File: src/hw/axs_pkg.sv
// constants, types and carriers for the accumulator sub/swap/exchange/xor slice
package axs_pkg;

  // opcode encodings; indirect forms mask bit 0, register forms mask bits 2:0
  localparam logic [7:0] OP_SBB_IMM   = 8'h94;
  localparam logic [7:0] OP_SBB_DIR   = 8'h95;
  localparam logic [7:0] OP_SBB_IND   = 8'h96;
  localparam logic [7:0] OP_SBB_REG   = 8'h98;
  localparam logic [7:0] OP_SWAP      = 8'hC4;
  localparam logic [7:0] OP_TRADE_DIR = 8'hC5;
  localparam logic [7:0] OP_TRADE_IND = 8'hC6;
  localparam logic [7:0] OP_TRADE_REG = 8'hC8;
  localparam logic [7:0] OP_NIB_IND   = 8'hD6;
  localparam logic [7:0] OP_XOR_DA    = 8'h62;
  localparam logic [7:0] OP_XOR_DI    = 8'h63;
  localparam logic [7:0] OP_XOR_IMM   = 8'h64;
  localparam logic [7:0] OP_XOR_DIR   = 8'h65;
  localparam logic [7:0] OP_XOR_IND   = 8'h66;
  localparam logic [7:0] OP_XOR_REG   = 8'h68;

  // banked register address: {REG_ADDR_TOP, bank, index}
  localparam logic [2:0] REG_ADDR_TOP = 3'h0;
  localparam logic [1:0] PTR_IDX_TOP  = 2'h0;

  localparam logic [7:0] ACC_RST  = 8'h00;
  localparam logic [7:0] BYTE_RST = 8'h00;

  typedef enum logic [6:0] {
    ST_IDLE      = 7'b0000001,
    ST_PTR_REQ   = 7'b0000010,
    ST_PTR_DATA  = 7'b0000100,
    ST_OPND_REQ  = 7'b0001000,
    ST_OPND_DATA = 7'b0010000,
    ST_WRITE     = 7'b0100000,
    ST_SPARE     = 7'b1000000
  } axs_state_e;

  typedef enum logic [5:0] {
    K_SBB    = 6'b000001,
    K_XORA   = 6'b000010,
    K_XORD_A = 6'b000100,
    K_XORD_I = 6'b001000,
    K_TRADE  = 6'b010000,
    K_NIB    = 6'b100000
  } axs_kind_e;

  typedef struct packed {
    logic [7:0] code;   // first instruction byte
    logic [7:0] byte2;  // second byte: direct address or immediate
    logic [7:0] byte3;  // third byte: immediate of xor direct,#data
  } axs_instr_s;

  typedef struct packed {
    logic cy;  // carry / borrow
    logic aux;  // aux_carry_flag
    logic rng;  // signed_range_flag
  } axs_flags_s;

  typedef struct packed {
    logic       rd;     // read strobe
    logic       wr;     // write strobe
    logic       latch;  // read port output latch, not pins
    logic       indir;  // indirect access: internal ram, never sfr
    logic [7:0] addr;
    logic [7:0] wdata;
  } axs_mem_s;

  localparam axs_flags_s FLAGS_RST = '{cy: 1'b0, aux: 1'b0, rng: 1'b0};
  localparam axs_mem_s   MEM_IDLE  = '{rd: 1'b0, wr: 1'b0, latch: 1'b0,
                                       indir: 1'b0, addr: 8'h00, wdata: 8'h00};

endpackage

File: src/hw/axs_core.sv
// accumulator execution slice: sub_with_borrow, swap, acc_trade_byte,
// acc_trade_low_nibble and bitwise_xor_op with its operand memory port
`timescale 1ns/100ps
module axs_core (
  input  wire logic               clk,             // core clock, 40 MHz
  input  wire logic               rst_n,           // synchronous reset, low
  input  wire logic               instr_valid,     // decoded instruction offered
  input  wire axs_pkg::axs_instr_s instr,          // instruction bytes
  input  wire logic [1:0]         bank_sel,        // active register bank
  input  wire logic               acc_load,        // core writes accumulator
  input  wire logic [7:0]         acc_load_data,   // value for acc_load
  input  wire logic               flags_load,      // core writes flags
  input  wire axs_pkg::axs_flags_s flags_load_data, // value for flags_load
  input  wire logic [7:0]         mem_rd_data,     // read data, cycle after rd
  output axs_pkg::axs_mem_s       mem,             // operand memory request
  output logic [7:0]              acc,             // accumulator
  output axs_pkg::axs_flags_s     flags,           // carry, aux, overflow
  output logic                    ready,           // idle, accepts instr
  output logic                    done,            // instruction finished
  output logic                    bad_opcode       // unsupported code offered
);

  axs_pkg::axs_state_e state_r, state_nxt;
  axs_pkg::axs_kind_e  kind_r, kind_nxt;
  logic [7:0]          imm_r, imm_nxt;
  logic [7:0]          acc_r, acc_nxt;
  axs_pkg::axs_flags_s flags_r, flags_nxt;
  axs_pkg::axs_mem_s   mem_r, mem_nxt;
  logic                ready_r, ready_nxt;
  logic                done_r, done_nxt;
  logic                bad_r, bad_nxt;

  // subtract with borrow: result and the three flags
  function automatic logic [10:0] sbb_f(input logic [7:0] a, input logic [7:0] b,
                                        input logic c);
    logic [8:0] full;
    logic [7:0] low7;
    logic [4:0] low4;
    full = {1'b0, a} - {1'b0, b} - {8'h00, c};
    low7 = {1'b0, a[6:0]} - {1'b0, b[6:0]} - {7'h00, c};
    low4 = {1'b0, a[3:0]} - {1'b0, b[3:0]} - {4'h0, c};
    sbb_f = {full[7:0], full[8], low4[4], low7[7] ^ full[8]};
  endfunction

  logic [7:0]  reg_addr;
  logic [7:0]  ptr_addr;
  logic [10:0] sbb_imm;
  logic [10:0] sbb_mem;
  logic [7:0]  code;

  always_comb begin
    code     = instr.code;
    reg_addr = {axs_pkg::REG_ADDR_TOP, bank_sel, code[2:0]};
    ptr_addr = {axs_pkg::REG_ADDR_TOP, bank_sel, axs_pkg::PTR_IDX_TOP,
                code[0]};
    sbb_imm  = sbb_f(acc_r, instr.byte2, flags_r.cy);
    sbb_mem  = sbb_f(acc_r, mem_rd_data, flags_r.cy);
  end

  always_comb begin
    state_nxt = state_r;
    kind_nxt  = kind_r;
    imm_nxt   = imm_r;
    acc_nxt   = acc_r;
    flags_nxt = flags_r;
    mem_nxt   = mem_r;
    ready_nxt = ready_r;
    done_nxt  = 1'b0;
    bad_nxt   = 1'b0;
    mem_nxt.rd = 1'b0;
    mem_nxt.wr = 1'b0;
    unique case (state_r)
      axs_pkg::ST_IDLE: begin
        if (instr_valid) begin
          mem_nxt.latch = 1'b0;
          mem_nxt.indir = 1'b0;
          imm_nxt       = instr.byte3;
          if (code == axs_pkg::OP_SBB_IMM) begin
            acc_nxt   = sbb_imm[10:3];
            flags_nxt = '{cy: sbb_imm[2], aux: sbb_imm[1], rng: sbb_imm[0]};
            done_nxt  = 1'b1;
          end else if (code == axs_pkg::OP_SWAP) begin
            acc_nxt  = {acc_r[3:0], acc_r[7:4]};
            done_nxt = 1'b1;
          end else if (code == axs_pkg::OP_XOR_IMM) begin
            acc_nxt  = acc_r ^ instr.byte2;
            done_nxt = 1'b1;
          end else begin
            ready_nxt  = 1'b0;
            mem_nxt.rd = 1'b1;
            state_nxt  = axs_pkg::ST_OPND_REQ;
            // operand kind
            if (code[7:4] == axs_pkg::OP_SBB_IMM[7:4]) begin
              kind_nxt = axs_pkg::K_SBB;
            end else if (code[7:4] == axs_pkg::OP_XOR_IMM[7:4]) begin
              kind_nxt = axs_pkg::K_XORA;
            end else if (code[7:4] == axs_pkg::OP_NIB_IND[7:4]) begin
              kind_nxt = axs_pkg::K_NIB;
            end else begin
              kind_nxt = axs_pkg::K_TRADE;
            end
            // operand address
            if (code == axs_pkg::OP_XOR_DA || code == axs_pkg::OP_XOR_DI) begin
              kind_nxt      = (code == axs_pkg::OP_XOR_DA) ? axs_pkg::K_XORD_A
                                                           : axs_pkg::K_XORD_I;
              mem_nxt.addr  = instr.byte2;
              mem_nxt.latch = 1'b1;
            end else if (code == axs_pkg::OP_SBB_DIR || code == axs_pkg::OP_TRADE_DIR ||
                         code == axs_pkg::OP_XOR_DIR) begin
              mem_nxt.addr = instr.byte2;
            end else if (code[7:1] == axs_pkg::OP_SBB_IND[7:1]   ||
                         code[7:1] == axs_pkg::OP_TRADE_IND[7:1] ||
                         code[7:1] == axs_pkg::OP_NIB_IND[7:1]   ||
                         code[7:1] == axs_pkg::OP_XOR_IND[7:1]) begin
              mem_nxt.addr = ptr_addr;
              state_nxt    = axs_pkg::ST_PTR_REQ;
            end else if (code[7:3] == axs_pkg::OP_SBB_REG[7:3]   ||
                         code[7:3] == axs_pkg::OP_TRADE_REG[7:3] ||
                         code[7:3] == axs_pkg::OP_XOR_REG[7:3]) begin
              mem_nxt.addr = reg_addr;
            end else begin
              ready_nxt  = 1'b1;
              mem_nxt.rd = 1'b0;
              state_nxt  = axs_pkg::ST_IDLE;
              bad_nxt    = 1'b1;
            end
          end
        end else begin
          if (acc_load) begin
            acc_nxt = acc_load_data;
          end
          if (flags_load) begin
            flags_nxt = flags_load_data;
          end
        end
      end
      axs_pkg::ST_PTR_REQ: begin
        state_nxt = axs_pkg::ST_PTR_DATA;
      end
      axs_pkg::ST_PTR_DATA: begin
        // pointer value now present: fetch the byte it points at
        mem_nxt.rd    = 1'b1;
        mem_nxt.indir = 1'b1;
        mem_nxt.addr  = mem_rd_data;
        state_nxt     = axs_pkg::ST_OPND_REQ;
      end
      axs_pkg::ST_OPND_REQ: begin
        state_nxt = axs_pkg::ST_OPND_DATA;
      end
      axs_pkg::ST_OPND_DATA: begin
        state_nxt = axs_pkg::ST_WRITE;
        mem_nxt.wr = 1'b1;
        unique case (kind_r)
          axs_pkg::K_SBB: begin
            acc_nxt    = sbb_mem[10:3];
            flags_nxt  = '{cy: sbb_mem[2], aux: sbb_mem[1], rng: sbb_mem[0]};
            mem_nxt.wr = 1'b0;
            state_nxt  = axs_pkg::ST_IDLE;
          end
          axs_pkg::K_XORA: begin
            acc_nxt    = acc_r ^ mem_rd_data;
            mem_nxt.wr = 1'b0;
            state_nxt  = axs_pkg::ST_IDLE;
          end
          axs_pkg::K_XORD_A: begin
            mem_nxt.wdata = mem_rd_data ^ acc_r;
          end
          axs_pkg::K_XORD_I: begin
            mem_nxt.wdata = mem_rd_data ^ imm_r;
          end
          axs_pkg::K_TRADE: begin
            acc_nxt       = mem_rd_data;
            mem_nxt.wdata = acc_r;
          end
          axs_pkg::K_NIB: begin
            acc_nxt       = {acc_r[7:4], mem_rd_data[3:0]};
            mem_nxt.wdata = {mem_rd_data[7:4], acc_r[3:0]};
          end
          default: begin
            mem_nxt.wr = 1'b0;
            state_nxt  = axs_pkg::ST_IDLE;
          end
        endcase
        if (state_nxt == axs_pkg::ST_IDLE) begin
          ready_nxt = 1'b1;
          done_nxt  = 1'b1;
        end
      end
      axs_pkg::ST_WRITE: begin
        state_nxt = axs_pkg::ST_IDLE;
        ready_nxt = 1'b1;
        done_nxt  = 1'b1;
      end
      default: begin
        state_nxt = axs_pkg::ST_IDLE;
        ready_nxt = 1'b1;
        mem_nxt   = axs_pkg::MEM_IDLE;
      end
    endcase
  end

  // sequencing state
  always_ff @(posedge clk) begin
    if (!rst_n) begin
      state_r <= axs_pkg::ST_IDLE;
      kind_r  <= axs_pkg::K_SBB;
      imm_r   <= axs_pkg::BYTE_RST;
      ready_r <= 1'b1;
      done_r  <= 1'b0;
      bad_r   <= 1'b0;
    end else begin
      state_r <= state_nxt;
      kind_r  <= kind_nxt;
      imm_r   <= imm_nxt;
      ready_r <= ready_nxt;
      done_r  <= done_nxt;
      bad_r   <= bad_nxt;
    end
  end

  // accumulator and flags
  always_ff @(posedge clk) begin
    if (!rst_n) begin
      acc_r   <= axs_pkg::ACC_RST;
      flags_r <= axs_pkg::FLAGS_RST;
    end else begin
      acc_r   <= acc_nxt;
      flags_r <= flags_nxt;
    end
  end

  // operand memory port
  always_ff @(posedge clk) begin
    if (!rst_n) begin
      mem_r <= axs_pkg::MEM_IDLE;
    end else begin
      mem_r <= mem_nxt;
    end
  end

  assign mem        = mem_r;
  assign acc        = acc_r;
  assign flags      = flags_r;
  assign ready      = ready_r;
  assign done       = done_r;
  assign bad_opcode = bad_r;

endmodule

File: config.mk
export PLATFORM = sky130hd
export DESIGN_NAME = axs_core
export DESIGN_NICKNAME = d
export VERILOG_FILES = /design/src/hw/axs_pkg.sv /design/src/hw/axs_core.sv
export SDC_FILE = /design/constraint.sdc
export NUM_CORES = 1
export LEC_CHECK = 0
export BUFFER_PORTS_ARGS = -buffer_cell sky130_fd_sc_hd__buf_2
export CAP_MARGIN = 5
export CORE_MARGIN = 2
export CORE_UTILIZATION = 40
export DETAILED_ROUTE_END_ITERATION = 10
export PLACE_DENSITY_LB_ADDON = 0.05
export SYNTH_ARGS = -nofsm -noshare
export SYNTH_HDL_FRONTEND = slang
export SYNTH_SLANG_ARGS = --single-unit
File: constraint.sdc
create_clock -name clk -period 3.25 [get_ports clk]
set_input_delay 0.65 -clock clk [delete_from_list [all_inputs] [get_ports clk]]
set_output_delay 0.65 -clock clk [all_outputs]
set_load 0.005 [all_outputs]
**Yosys cells after proc, flatten, opt, wreduce, memory -nomap -nowiden**

Cells that the tools add are included.

- Register bits: 55
- Input port bits: 50
- Output and inout bits: 34
- Word-level logic and storage cells: 187

- Add/sub/neg operators: 12
- Equality and inequality tests: 46
- Multiplexer cells: 70
- Bitwise logic cells: 15
- Reduce and logical (&&, ||, !) cells: 27

Operators with widths:

| kind | number |
|---|---|
| $mux 8 | 12 |
| $pmux 8 s4 | 2 |
| $mux 7 | 5 |
| $pmux 7 s5 | 1 |
| $eq 8x7->1 const B | 4 |
| $eq 8x8->1 const B | 4 |
| $pmux 8 s2 | 2 |
| $mux 6 | 5 |
| $mux 1 | 27 |
| $pmux 9 s3 | 1 |
| $xor 8x8->8 | 3 |
| $eq 7x7->1 const B | 3 |
| $mux 4 | 5 |
| $sub 8x8->9 | 2 |
| $sub 9x1->9 | 2 |
| $sub 7x7->8 | 2 |
| $sub 8x1->8 | 2 |
| $eq 7x1->1 const B | 2 |
| $eq 7x6->1 const B | 2 |
| $mux 3 | 4 |
| $ne 2x2->1 const B | 6 |
| $reduce_and 4->1 | 3 |
| $reduce_and 6->1 | 2 |
| $eq 5x5->1 const B | 2 |
| other kinds (34) | 67 |

**Longest topological paths before layout**

- Depth after elaboration: 12
- Mapped depth: 11
- Mapped depth without buffers: 11

**Least setup slack after synthesis**

No wires, ideal clock.

- Path type: in2reg
- Start point: input port instr[8] (netlist bit)
- End point: register acc_r[7], in the netlist acc[7]
- Setup time: 139 ps
- Data arrival time: 2736 ps
- Data required time: 3111 ps
- Path slack: 375 ps
- Stages: 11
- Path buffers: 0
- Cells stage by stage: inv_1 -> fa_1 -> inv_1 -> ha_1 -> o21a_1 -> o21ai_0 -> a22oi_1 -> xnor2_1 -> nor2_1 -> a2111oi_0 -> o32ai_2

- Word-level cells in the longest chain between the ends: 5

Ends and longest elaborated chain:

| element | line | text |
|---|---|---|
| from (decl) | axs_core.sv:8 | `input wire axs_pkg::axs_instr_s instr,` |
| $sub 8x8->9 | axs_core.sv:39 | `full = {1'b0, a} - {1'b0, b} - {8'h00, c};` |
| $sub 9x1->9 | axs_core.sv:39 |  |
| $mux 8 | axs_core.sv:78 | `if (code == axs_pkg::OP_SBB_IMM) begin` |
| $mux 8 | axs_core.sv:74 | `if (instr_valid) begin` |
| $pmux 8 s2 | axs_core.sv:72 | `unique case (state_r)` |
| to (signal assigned) | axs_core.sv:224 | `acc_r <= axs_pkg::ACC_RST;` |
| to (signal assigned) | axs_core.sv:227 | `acc_r <= acc_nxt;` |
| to (decl) | axs_core.sv:26 | `logic [7:0] acc_r, acc_nxt;` |

No other way between the ends.
A chain may end at the register's enable or synchronous reset.

**Worst setup path in the final report**

- Start point: input port instr[8] (netlist bit)
- End point: register flags_r (netlist bit flags[0])

- Word-level cells in the longest chain between the ends: 6
- Elaborated cells on any way between the ends: 8
- Those cells by class: 4 x add/sub; 3 x mux; 1 x bitwise

Ends and longest elaborated chain:

| element | line | text |
|---|---|---|
| $sub 8x8->9 / $sub 7x7->8 (equally long branches) | axs_core.sv:39, axs_core.sv:40 |  |
| $sub 9x1->9 / $sub 8x1->8 (equally long branches) | axs_core.sv:39, axs_core.sv:40 |  |
| $xor 1x1->1 * | axs_core.sv:42 | `sbb_f = {full[7:0], full[8], low4[4], low7[7] ^ full[8]};` |
| $mux 3 * | axs_core.sv:78 |  |
| $mux 3 * | axs_core.sv:74 |  |
| $pmux 3 s2 * | axs_core.sv:72 |  |
| to (signal assigned) | axs_core.sv:225 | `flags_r <= axs_pkg::FLAGS_RST;` |
| to (signal assigned) | axs_core.sv:228 | `flags_r <= flags_nxt;` |
| to (decl) | axs_core.sv:27 | `axs_pkg::axs_flags_s flags_r, flags_nxt;` |

Every way passes the cells marked *; elsewhere a longest branch is shown, timed or not. The select of a mux whose other input is x is not followed.

==> metrics.sh <==
STATUS='complete, no violations'
CRIT_REQUIRED_NS=3.49
DETAIL_ROUTE.DRC_VIOLATIONS=0
POST_SYN_AREA_PER_CELL_UM2=7.69
CP-END-KIND='flop'
FLOORPLAN.CORE_AREA_UM2=10800
YS_ASYNC_SR_FRACTION=0
SYNTH_COMPOUND_AREA_FRAC=0.279
PWR-SHARE-COMB=0.371
PLACEMENT_ROWS=38
GLOBAL_ROUTER_S_OVERALL_RESOURCE_USAGE=0.256
MAX_SLEW_MARGIN=0.378
FP.DIEAREA_UM2=11800
SYNTHTOLAYOUTAREAGROWTH_PCT=15.0
DRT_ITER0_MARKERS=329
ROUTED_WIRELENGTH_UM=14800
POST_SYNTH_INSTANCE_AREA_UM2=4390
ROUTED_WIRE_LENGTH_PER_INSTANCE_UM=18.9
NUM_VIAS=4496
ROUTABILITYCONGESTION=0.917
CRITICAL_PATH.MAX_FANOUT=4
POSTSYNTHREGISTERBITS=54
POWER.SWITCHING_uW=714
LEAKAGEPOWER_nW=2.19
DETAIL-ROUTE-ANTENNA-NETS=0
ROUTED_VIA_DENSITY=5.75
YOSYSUNIQUECELLTYPES=67
CP-STARTPOINT='instr[8]'
WORST_HOLD_PATH.ENDPOINT='mem[3]$_SDFFE_PN0P_'
WORST-R2R-SETUP-SLACK_NS=0.41
YOSYSWARNINGCOUNT=0
TIMING_WORST_SETUP_PATH_TYPE='input pin to flop'
SYN_NETS=653
HTREEDEPTH=2
SWITCHING_SHARE=0.366
TIMING.CRITICAL_PATH.SLOWEST_CELL_DELAY_NS=0.47
WORST_HOLD_PATH.NUM_CELLS=2
POWER_DENSITY_nW_PER_UM2=387
IO_PINS=84
POST_SYNTH_INST_COUNT=571
RR_ENDPOINT='acc[7]$_SDFFE_PN0P_'
HPWL_UM=11600
TIMING.RR.START='acc[6]$_SDFFE_PN0P_'
CTS_TREE='yes'
SYNTH.TOP_CELL.AREA_SHARE=0.246
POST_SYNTH_FA_HA_MAJ_AREA_FRACTION=0.0980
CTS_REPAIR_RESIZE_COUNT=0
STARTING_UTILIZATION_OF_THE_CORE_AREA=0.407
HOLD_VIOL_FINAL=0
CLK_PIN_SLEW_WORST_PATHS_NS=0.11
PORTBUFFERS=83
SLOWEST_STAGE='fa_1'
FMAX_MHz=347
HOLD_PATH_CLASS='flop to flop'
CRIT_CHAIN='buf_2 -> inv_1 -> fa_1 -> fa_1 -> nor3b_1 -> o211ai_1 -> a21oi_1 -> xnor2_1 -> xnor2_1 -> o211ai_1 -> o41ai_1'
SYNTH_XOR_AREA_FRAC=0.0598
OVERFLOW=0
SYNTHTOPCELLSBYAREA='dfxtp_1 25%, ha_1 8.0%, o21ai_0 7.0%'
POSTCTSSETUPBUFFERS=0
P_INT_mW=1.24
WIDTH_OF_THE_CHIP_UM=109
CLOCKPOWERSHARE=0.247
FIRST_GLOBAL_VIAS=4247
GRT_PASS1_WL_UM=23000
TIMING.FINAL.SETUP_VIOLATIONS=0
HOLD_PATH_STARTPOINT='mem[3]$_SDFFE_PN0P_'
SEQ_POWER_SHARE=0.382
PERIOD_MINUS_SLACK_NS=2.89
WORST_SLEW_PIN_SLEW_NS=0.929
TIMING.REG2REG.WORST_PATH_DEPTH=10
POST-ROUTE-UTIL=0.468
SYNTH_LARGEST_AREA_CELL='dfxtp_1'
FINALCRITPERIODSHARE=0.888
INSERTION_DELAY_NS=0.33
TIMING.SETUP.TNS_NS=0
ANTENNA_FOUND_INITIAL=0
SYNTH_MUX_AREA_FRAC=0.0370
NNETSFINAL=724
CTS_MADE_BUFFERS=5
NUM_ANTENNA_CELLS=0
MAX-CAP-VIOLATIONS=0
DPL_CELL_AREA_UM2=4940
SYNTH_SIMPLE_GATE_AREA_FRAC=0.213
SEQ_AREA_FRAC_SYNTH=0.246
SYNTH_TOP_FLOP_CELL='dfxtp_1'
MAX_IR_DROP_VDD_uV=188
POWER_TOTAL_mW=1.95
FIN_AREA_UM2=5050
CP_TOP_FAMILY='adder cells'
CTS_HOLD_BUF=0
UNREPAIRED_SETUP_ENDPOINTS_AFTER_GLOBAL_ROUTING='no'
CLOCK_SKEW_NS=0.00908
TIMING_MAX_TRANSITION_VIOLATIONS_FINAL=0
FP.DIEH_UM=109
DETAIL_ROUTE.FIRST_PASS.ITERATIONS=5
PIN_COUNT_OF_THE_BIGGEST_NET_ENTERING_GLOBAL_ROUTING=22
WORST-PATH-BUF-INV=2
WORST-ENDPOINT-ARRIVAL_NS=3.12
NUMCLOCKSINKS=54
CTS_BUFFER_DEPTH=2
SETUP.WORST_PATH.START_CLASS='input pin'
LAYOUT-DRIVE-GT1-SHARE=0.174
MAIN_COMBINATIONAL_CELL_FAMILY_BY_AREA_AFTER_SYNTHESIS='compound AO/OA/AOI/OAI gates'
CLOCK_ROOT_CELL='clkbuf_8'
SYNTH_EDF_COUNT=0
## cells in the final DEF, fill, tap and decap left out, drive strengths merged, types with 8 or more instances in the layout
| cell type | count |
|---|---|
| a22oi | 11 |
| xnor2 | 13 |
| o211ai | 13 |
| o21ai | 62 |
| o22ai | 8 |
| a221oi | 9 |
| nor2 | 45 |
| mux2i | 14 |
| nand3 | 16 |
| a21oi | 40 |
| nand2 | 28 |
| ha | 28 |
| inv | 45 |
| nor2b | 17 |
| dfxtp | 54 |
| buf | 95 |
| nor3 | 15 |
| xor2 | 17 |
## cells by family after synthesis
logic type      count (synthesis)
simple gates                  173
mux                            16
fa+ha+maj                      32
buf+inv                        76
flops                          54
compound gates                190
xor+xnor                       30
## power by group through the flow
stage / Combinational (mW) / Clock [mW] / Sequential (mW)
2_1_floorplan: 0.505 / 0 / 0.743
3_3_place_gp: 0.709 / 0 / 0.759
3_5_place_dp: 0.713 / 0 / 0.760
4_1_cts: 0.718 / 0.498 / 0.745
5_1_grt: 0.803 / 0.522 / 0.750
6_report: 0.725 / 0.482 / 0.745
## cell usage after synthesis (8+ instances only)
cell      instances
o21ai_0          61
dfxtp_1          54
inv_1            45
nor2_1           45
a21oi_1          40
ha_1             28
nand2_1          28
clkbuf_1         25
xor2_1           17
nand3_1          16
nor2b_1          16
nor3_1           15
mux2i_1          14
o211ai_1         13
xnor2_1          13
a22oi_1          11
a221oi_1          8
o22ai_1           8
## tightest hold or removal path, delay by kind of cell, from the launching register on
family / cells / cell delay (ns)
flops: 1 / 0.32
compound gates: 2 / 0.13
## layout make-up
| cell class | instances | area, um^2 |
|---|---|---|
| well taps | 140 | 175 |
| repair buffers | 95 | 505 |
| fillers | 1129 | 5740 |
| multi-input cells | 441 | 3010 |
| clock inverters | 2 | 38.8 |
| flip-flops and latches | 54 | 1080 |
| clock buffers | 5 | 68.8 |
| inverters | 45 | 169 |
## worst max path at each step
| stage | endpoint | slack, ns | depth (start not counted) |
|---|---|---|---|
| 4_1_cts | acc[7]$_SDFFE_PN0P_ | 0.41 | 10 |
| 2_1_floorplan | acc[7]$_SDFFE_PN0P_ | 0.38 | 11 |
| 3_3_place_gp | flags[0]$_SDFFE_PN0P_ | 0.08 | 11 |
| 5_1_grt | acc[7]$_SDFFE_PN0P_ | 0.14 | 10 |
| 6_report | flags[0]$_SDFFE_PN0P_ | 0.36 | 11 |
| 3_5_place_dp | flags[0]$_SDFFE_PN0P_ | 0.08 | 11 |
## registers in the layout (all words and copies together) (netlist names)
name,count
kind_r,6
imm_r,8
state_r,6
acc,8
bad_opcode,1
mem,20
flags,3
done,1
ready,1
## metrics by stage
| step | setup WS [ns] | std cells | hold slack, ns |
|---|---|---|---|
| 2_1_floorplan | 0.375 | 571 | 0.466 |
| 3_3_place_gp | 0.0834 | 775 | 0.465 |
| 3_5_place_dp | 0.0764 | 775 | 0.467 |
| 4_1_cts | 0.405 | 782 | 0.485 |
| 5_1_grt | 0.141 | 782 | 0.509 |
| 6_report | 0.364 | 782 | 0.484 |
## metal layers
layer	share of wire	track usage
met4	0.029	0.0852
met3	0.057	0.0389
met5	0	0
met2	0.45	0.410
met1	0.46	0.352
No activity file was read; power rests on OpenSTA's default activity.
